<file path="config.mk">
export PLATFORM = sky130hd
export DESIGN_NAME = byte_rotate_unit
export DESIGN_NICKNAME = d
export VERILOG_FILES = /design/src/rtl/rotate_pkg.sv /design/src/rtl/rotate_if.sv /design/src/rtl/rotate_core.sv /design/src/rtl/byte_rotate_unit.sv
export SDC_FILE = /design/constraint.sdc
export NUM_CORES = 1
export LEC_CHECK = 0
export ABC_CLOCK_PERIOD_IN_PS = 5000
export CORE_ASPECT_RATIO = 1.5
export CORE_MARGIN = 2
export CORE_UTILIZATION = 67
export DETAILED_ROUTE_END_ITERATION = 6
export DONT_BUFFER_PORTS = 1
export MAX_ROUTING_LAYER = met4
export PLACE_DENSITY = 0.89
export SYNTH_ARGS = -nofsm -noshare
export SYNTH_HDL_FRONTEND = slang
export SYNTH_SLANG_ARGS = --single-unit
</file>
<file path="constraint.sdc">
create_clock -name core_clk -period 5 [get_ports core_clk]
set_clock_uncertainty 0.05 [all_clocks]
set_input_delay 0.25 -clock core_clk [delete_from_list [all_inputs] [get_ports core_clk]]
set_output_delay 0.25 -clock core_clk [all_outputs]
set_load 0.005 [all_outputs]
</file>
<file path="src/rtl/rotate_pkg.sv">
package rotate_pkg;

	// Opcodes, odd member of each pair takes an indirect operand
	localparam logic [7:0] OPC_RLC_DIR = 8'h10;
	localparam logic [7:0] OPC_RLC_IND = 8'h11;
	localparam logic [7:0] OPC_RR_DIR = 8'he0;
	localparam logic [7:0] OPC_RR_IND = 8'he1;

	// Operand byte layout for the short working-register form
	localparam int WR_HI_POS = 4;
	localparam logic [3:0] WR_PREFIX = 4'he;

	// Bit positions inside the byte
	localparam int MSB_POS = 7;
	localparam int LSB_POS = 0;

	// Whole instruction length in core clocks
	localparam int INSTR_CYCLES = 6;

	// Values after reset
	localparam logic [7:0] BYTE_RST = 8'h00;
	localparam logic FLAG_RST = 1'b0;

	typedef enum logic [2:0] {
		ST_IDLE,
		ST_DECODE,
		ST_POINTER,
		ST_FETCH,
		ST_EXECUTE,
		ST_WRITE
	} state_t;

	typedef struct packed {
		state_t state;
		logic left_sel;
		logic indirect;
		logic carry;
		logic [7:0] addr;
		logic [7:0] operand;
		logic [7:0] result;
		logic flag_c;
		logic flag_z;
		logic flag_v;
		logic flag_s;
	} unit_state_t;

endpackage

</file>
<file path="src/rtl/rotate_if.sv">
`timescale 1ns/10ps
`default_nettype none

// Carries one rotate request and its combinational answer
interface rotate_if;
	logic left_sel;
	logic [7:0] operand;
	logic carry_in;
	logic [7:0] result;
	logic c_out;
	logic z_out;
	logic v_out;
	logic s_out;

	modport ctrl (
		output left_sel,
		output operand,
		output carry_in,
		input result,
		input c_out,
		input z_out,
		input v_out,
		input s_out
	);

	modport core (
		input left_sel,
		input operand,
		input carry_in,
		output result,
		output c_out,
		output z_out,
		output v_out,
		output s_out
	);
endinterface

`default_nettype wire

</file>
<file path="src/rtl/rotate_core.sv">
`timescale 1ns/10ps
`default_nettype none

// Pure rotate datapath, no state; the controller registers its answer
module rotate_core (
	rotate_if.core rif
);
	import rotate_pkg::*;

	// Either rotate, carry chosen by direction
	always_comb begin
		if (rif.left_sel) begin
			// Old carry enters bit 0, old bit 7 leaves to carry
			rif.result = {rif.operand[MSB_POS-1:LSB_POS], rif.carry_in};
			rif.c_out = rif.operand[MSB_POS];
		end else begin
			// Bit 0 wraps to bit 7 and is also copied out
			rif.result = {rif.operand[LSB_POS],
				rif.operand[MSB_POS:LSB_POS+1]};
			rif.c_out = rif.operand[LSB_POS];
		end
	end

	// Flags from the written-back byte; overflow also compares the old bit 7
	assign rif.z_out = (rif.result == 8'h00);
	assign rif.v_out = rif.result[MSB_POS] ^ rif.operand[MSB_POS];
	assign rif.s_out = rif.result[MSB_POS];

endmodule

`default_nettype wire

</file>
<file path="src/rtl/byte_rotate_unit.sv">
// Operation
// - Right rotate: shift down, bit 0 to 7
// - Right rotate: carry takes old bit 0
// - Zero flag set when result byte zero
// - Overflow set when sign bit changed
// - Sign flag copies result bit 7
// - Operand high nibble E selects working register
`timescale 1ns/10ps
`default_nettype none

module byte_rotate_unit (
	input wire logic core_clk,
	input wire logic srst,
	input wire logic start,
	input wire logic [7:0] opcode,
	input wire logic [7:0] dst_byte,
	input wire logic [3:0] wr_bank,
	input wire logic carry_flag,
	output logic busy,
	output logic rf_rd_en,
	output logic [7:0] rf_rd_addr,
	input wire logic [7:0] rf_rd_data,
	output logic rf_wr_en,
	output logic [7:0] rf_wr_addr,
	output logic [7:0] rf_wr_data,
	output logic flag_we,
	output logic flag_c,
	output logic flag_z,
	output logic flag_v,
	output logic flag_s,
	output logic done
);
	import rotate_pkg::*;

	unit_state_t st_r;
	unit_state_t st_nxt;
	rotate_if rif ();

	// Cleared state, one field a line so a new field is hard to miss
	localparam unit_state_t ST_RST = '{
		state: ST_IDLE,
		left_sel: 1'b0,
		indirect: 1'b0,
		carry: FLAG_RST,
		addr: BYTE_RST,
		operand: BYTE_RST,
		result: BYTE_RST,
		flag_c: FLAG_RST,
		flag_z: FLAG_RST,
		flag_v: FLAG_RST,
		flag_s: FLAG_RST
	};

	// Elaboration checks: decode and sequencer lean on these values
	if (MSB_POS != 7) begin : g_chk_msb
		$error("rotate datapath needs bit 7 as its top bit");
	end
	if (LSB_POS != 0) begin : g_chk_lsb
		$error("rotate datapath needs bit 0 as its bottom bit");
	end
	if (WR_HI_POS != 4) begin : g_chk_nibble
		$error("working register form splits the byte in nibbles");
	end
	// Pairs may differ in bit 0 only, which marks the indirect form
	if (OPC_RLC_DIR[0] || OPC_RR_DIR[0] ||
		(OPC_RLC_IND != (OPC_RLC_DIR | 8'h01)) ||
		(OPC_RR_IND != (OPC_RR_DIR | 8'h01))) begin : g_chk_opc
		$error("rotate opcode pairs must differ in bit 0 only");
	end
	// One state per core clock, so the state count is the length
	if (int'(ST_WRITE) + 1 != INSTR_CYCLES) begin : g_chk_len
		$error("sequencer length differs from instruction length");
	end

	// Recognised rotate opcodes; also used to refuse anything else
	function automatic logic is_rotate(input logic [7:0] opc);
		is_rotate = (opc == OPC_RLC_DIR) || (opc == OPC_RLC_IND) ||
			(opc == OPC_RR_DIR) || (opc == OPC_RR_IND);
	endfunction

	// Left rotate pair shares every bit but bit 0 with its direct form
	function automatic logic opc_is_left(input logic [7:0] opc);
		opc_is_left = (opc[7:1] == OPC_RLC_DIR[7:1]);
	endfunction

	// Bit 0 of every rotate opcode marks the indirect operand
	function automatic logic opc_is_indirect(input logic [7:0] opc);
		opc_is_indirect = opc[LSB_POS];
	endfunction

	// Short working-register form: prefix nibble in the upper half
	function automatic logic is_working_reg(input logic [7:0] b);
		is_working_reg = (b[7:WR_HI_POS] == WR_PREFIX);
	endfunction

	// Register address from the operand byte, short form widened
	function automatic logic [7:0] resolve_addr(input logic [7:0] b,
		input logic [3:0] bank);
		if (is_working_reg(b)) begin
			resolve_addr = {bank, b[WR_HI_POS-1:0]};
		end else begin
			resolve_addr = b;
		end
	endfunction

	rotate_core rotate_core_inst (
		.rif(rif.core)
	);

	// Datapath sees the latched direction, operand and carry only
	assign rif.left_sel = st_r.left_sel;
	assign rif.operand = st_r.operand;
	assign rif.carry_in = st_r.carry;

	// Sequencer: every instruction spends the same six cycles
	always_comb begin
		st_nxt = st_r;
		unique case (st_r.state)
			ST_IDLE: begin
				// Unknown opcodes are silently ignored
				if (start && is_rotate(opcode)) begin
					st_nxt.state = ST_DECODE;
					st_nxt.left_sel = opc_is_left(opcode);
					st_nxt.indirect = opc_is_indirect(opcode);
					st_nxt.carry = carry_flag;
					st_nxt.addr = resolve_addr(dst_byte, wr_bank);
				end
			end
			ST_DECODE: begin
				// Spacer: the address was resolved at accept
				st_nxt.state = ST_POINTER;
			end
			ST_POINTER: begin
				// Direct form idles here so timing matches indirect
				if (st_r.indirect) begin
					st_nxt.addr = rf_rd_data;
				end
				st_nxt.state = ST_FETCH;
			end
			ST_FETCH: begin
				// Operand byte arrives in the same cycle as the strobe
				st_nxt.operand = rf_rd_data;
				st_nxt.state = ST_EXECUTE;
			end
			ST_EXECUTE: begin
				// Result and all four flags are latched together
				st_nxt.result = rif.result;
				st_nxt.flag_c = rif.c_out;
				st_nxt.flag_z = rif.z_out;
				st_nxt.flag_v = rif.v_out;
				st_nxt.flag_s = rif.s_out;
				st_nxt.state = ST_WRITE;
			end
			ST_WRITE: begin
				// Strobes for this cycle are decoded from the state
				st_nxt.state = ST_IDLE;
			end
		endcase
	end

	// All unit state in one register
	always_ff @(posedge core_clk) begin
		if (srst) begin
			st_r <= ST_RST;
		end else begin
			st_r <= st_nxt;
		end
	end

	// Strobes decoded from the state register only, so a change in the
	// datapath can never glitch a read or write enable
	always_comb begin
		rf_rd_en = 1'b0;
		rf_wr_en = 1'b0;
		flag_we = 1'b0;
		done = 1'b0;
		busy = 1'b1;
		unique case (st_r.state)
			ST_IDLE: begin
				busy = 1'b0;
			end
			ST_DECODE: begin
				// Address already resolved at accept; nothing to fetch
			end
			ST_POINTER: begin
				// Pointer read only for the indirect form
				rf_rd_en = st_r.indirect;
			end
			ST_FETCH: begin
				rf_rd_en = 1'b1;
			end
			ST_EXECUTE: begin
				// Datapath settles into the state register this cycle
			end
			ST_WRITE: begin
				// Write-back and flag update share the last cycle
				rf_wr_en = 1'b1;
				flag_we = 1'b1;
				done = 1'b1;
			end
		endcase
	end

	// Read and write share the resolved address; data from the flops
	assign rf_rd_addr = st_r.addr;
	assign rf_wr_addr = st_r.addr;
	assign rf_wr_data = st_r.result;

	// Flags held in flops; half-carry and decimal not driven here
	assign flag_c = st_r.flag_c;
	assign flag_z = st_r.flag_z;
	assign flag_v = st_r.flag_v;
	assign flag_s = st_r.flag_s;

endmodule

`default_nettype wire

</file>
==> key figures <==
GRT
  – Pin count of the biggest net entering global routing: 34
  – Gr usage total: 25.0%
  – Vias in the first global route: 1160
  – GR Overflow Total: 0
  – Antenna violations before repair: 0
  – First-pass GRT wire length: 5220 um

Cells and area
  – N_diodes: 0
  – Final nets: 190
  – Synth-to-Final Area Change: -6.53%
  – Share of cells above drive strength 1: 13.2%
  – Final-layout fill cell count: 189

Clocking
  – Clock Pin Slew Worst Setup and Hold Paths: 0.10 ns
  – CTS sink cnt: 33
  – Clock Path Buffers: 2
  – CTS root buf: clkbuf_4
  – Worst skew pair latency: 0.34 ns
  – Total CTS buffers: 5
  – TritonCTS clock tree: yes
  – H-tree levels: 2

Pwr
  – Tot Pwr: 422 uW
  – Seq pwr share: 62.7%
  – Power Density: 259 nW/um2
  – Worst vdd ir: 0.000198 V
  – NetSw: 98.4 uW
  – Power share of the clock group: 33.7%
  – LEAKAGE: 0.000543 uW
  – Internal: 324 uW
  – Comb power frac: 3.7%
  – Sw Ratio: 23.3%

STA
  – Fmax: 471 MHz
  – Pins over their slew limit: 0
  – Setup Total Neg Slack: 0 ns
  – Period utilisation layout: 42.5%
  – RSZ-0062 raised after global routing: false
  – Least-Margin Pin Slew: 1.09 ns
  – Final Critical Period: 2.13 ns
  – Final setup fails: 0
  – Fin. Hold Viols: 0
  – Min Hold Slack: 0.0133 ns
  – Slew margin rel.: 27.0%

Synth
  – Main area contributors after synthesis: dfxtp_1 (38%), mux2i_1 (13%), buf_4 (11%), a211oi_1 (5.6%), nor2_1 (4.9%)
  – Cell area after synthesis: 1740 um2
  – Number of synthesized register bits: 33
  – Ys Warns: 0
  – Gate Count Post-Synth: 186
  – Sequential area share after synthesis: 37.9%
  – Top-area cell type share of the netlist area: 37.9%
  – Area leader, netlist: dfxtp_1
  – Syn_nets: 218
  – Post-synth cell types: 32
  – Avg Cell Area, Syn: 9.38 um2

Floorplan
  – Core Region: 2450 um2
  – Initial Util: 71.2%
  – DIE AREA: 3040 um2
  – Die H: 66.5 um
  – Number of cell rows: 22
  – I/O pin count: 65
  – Die X-Extent: 45.7 um

Routing
  – Final ANT Viol Nets: 0
  – Drt pass-1 iters: 4
  – DR WL/cell: 17.5 um
  – Routed vias: 1203
  – Vias/cell: 6.57
  – DR DRC count: 0
  – DRT Wirelength: 3210 um
  – Initial DRC count: 24

Setup path
  – Crit path launch type: register
  – Req. time, crit path: 5.17 ns
  – CP Cell Sequence: or3_1 -> a211oi_2 -> or2_2 -> a211oi_1
  – Slowest stage delay, CP: 0.65 ns
  – CP Capture Type: register
  – CP max stage cell: a211oi_2
  – Data arrival, critical path: 2.29 ns
  – Crit Path Max Fanout: 12
  – Critical path class: register to register

Outcome
  – Status: completed

Hold path
  – Worst Hold Class: primary input to register

Placed design
  – PortBufs: 0
  – Final HPWL DP: 2390 um
  – Global placement routability congestion: 0.838

Flow run
  – Max cap viols: 0
-- cell usage in the layout (no fill, tap or decap), drive strengths merged, types with 2 or more instances in the layout --
master / n
nand3: 2
nor3: 11
mux2i: 22
or3: 2
nand2: 4
a22oi: 5
or4b: 2
nor4: 2
a21oi: 3
clkbuf: 5
a32oi: 3
clkinv: 2
dlygate4sd3: 3
a211oi: 19
buf: 2
or4bb: 2
xnor2: 2
nor2: 23
dfxtp: 33
and2: 2
-- cell usage after synthesis (all sizes together) --
library cell and n:
dfxtp 33, or4bb 2, or3 2, o21bai 1, nand4b 1, a2111oi 1
a32oi 3, or2 1, mux2i 22, or4b 2, clkbuf 7, nor2 23
buf 33, and2 2, a21oi 3, nand4 1, nor2b 1, nand2 4
nor3 11, a22oi 5, a211oi 19, xnor2 2, nor4 2, a41o 1
inv 1, nor3b 1, nand3 2
-- through the flow --
| stage | setup slack (ns) | cells | cell area [um2] | util [%] |
|---|---|---|---|---|
| finish | 2.87 | 183 | 1630 | 66.5 |
| global route | 2.75 | 183 | 1630 | 66.5 |
| CTS | 2.89 | 183 | 1630 | 66.5 |
| detailed placement | 2.84 | 171 | 1530 | 62.3 |
| global placement | 2.91 | 171 | 1530 | 62.3 |
| floorplan | 3.34 | 186 | 1740 | - |
-- what timing repair did --
action / CTS / global route
hold endpoints to repair: 33 / 0
hold buffers: 4 / 0
buffers inserted: 0 / 0
resized for setup: 0 / 0
-- critical path: cells and delay by family, from the launching register on --
| kind | cells | cell delay (ns) |
|---|---|---|
| DFF | 1 | 0.40 |
| and+or+nand+nor | 2 | 0.79 |
| AOI/OAI and AO/OA | 2 | 0.76 |
-- cell families after synthesis --
| family | synth area share (%) |
|---|---|
| buffers and inverters | 15.2 |
| flip-flops | 37.9 |
| multiplexers | 12.6 |
| AO/OA/AOI/OAI | 16.7 |
| AND/OR/NAND/NOR | 16.6 |
| XOR/XNOR | 1.00 |
-- final timing paths --
check                         from                          end  slack [ns]  cells past startpoint
min reg2reg    flag_z$_SDFFE_PP0N_          flag_z$_SDFFE_PP0N_        0.45                      2
max          st_r[31]$_SDFFE_PP0P_   rf_rd_addr[0]$_SDFFE_PP0P_        2.87                      4
min                  rf_rd_data[2]  rif.operand[2]$_SDFFE_PP0P_        0.01                      2
max reg2reg  st_r[31]$_SDFFE_PP0P_   rf_rd_addr[0]$_SDFFE_PP0P_        2.87                      4
-- flip-flops by register name (all words and copies together) (netlist names) --
signal,cells
rif.carry_in,1
rif.operand,8
flag_v,1
st_r,4
rif.left_sel,1
rf_rd_addr,8
flag_c,1
rf_wr_data,8
flag_z,1
-- power by group through the flow --
stage	clock, uW	combinational [uW]	sequential [uW]
finish	142	15.4	265
global route	161	16.8	265
global placement	0	7.51	271
detailed placement	0	7.84	271
CTS	147	15.6	265
floorplan	0	13.0	270
-- layer usage --
layer | track usage [%] | up-vias | share of wire [%]
li1 | - | 592 | -
met1 | 27.6 | 554 | 40
met2 | 39.3 | 51 | 51
met3 | 9.49 | 6 | 7.1
met4 | 11.0 | 0 | 1.6
met5 | - | - | 0
-- final cells by class --
type                    instances  area, um2  area share [%]
clock buffers                   5       37.5            2.30
clock inverters                 3       17.5            1.07
inverters                       1       3.75           0.230
multi-input cells             112        823            50.5
flip-flops and latches         33        661            40.5
well taps                      24       30.0            1.84
repair buffers                  5       57.6            3.53
Note: power is estimated with default switching activity, not from simulation.
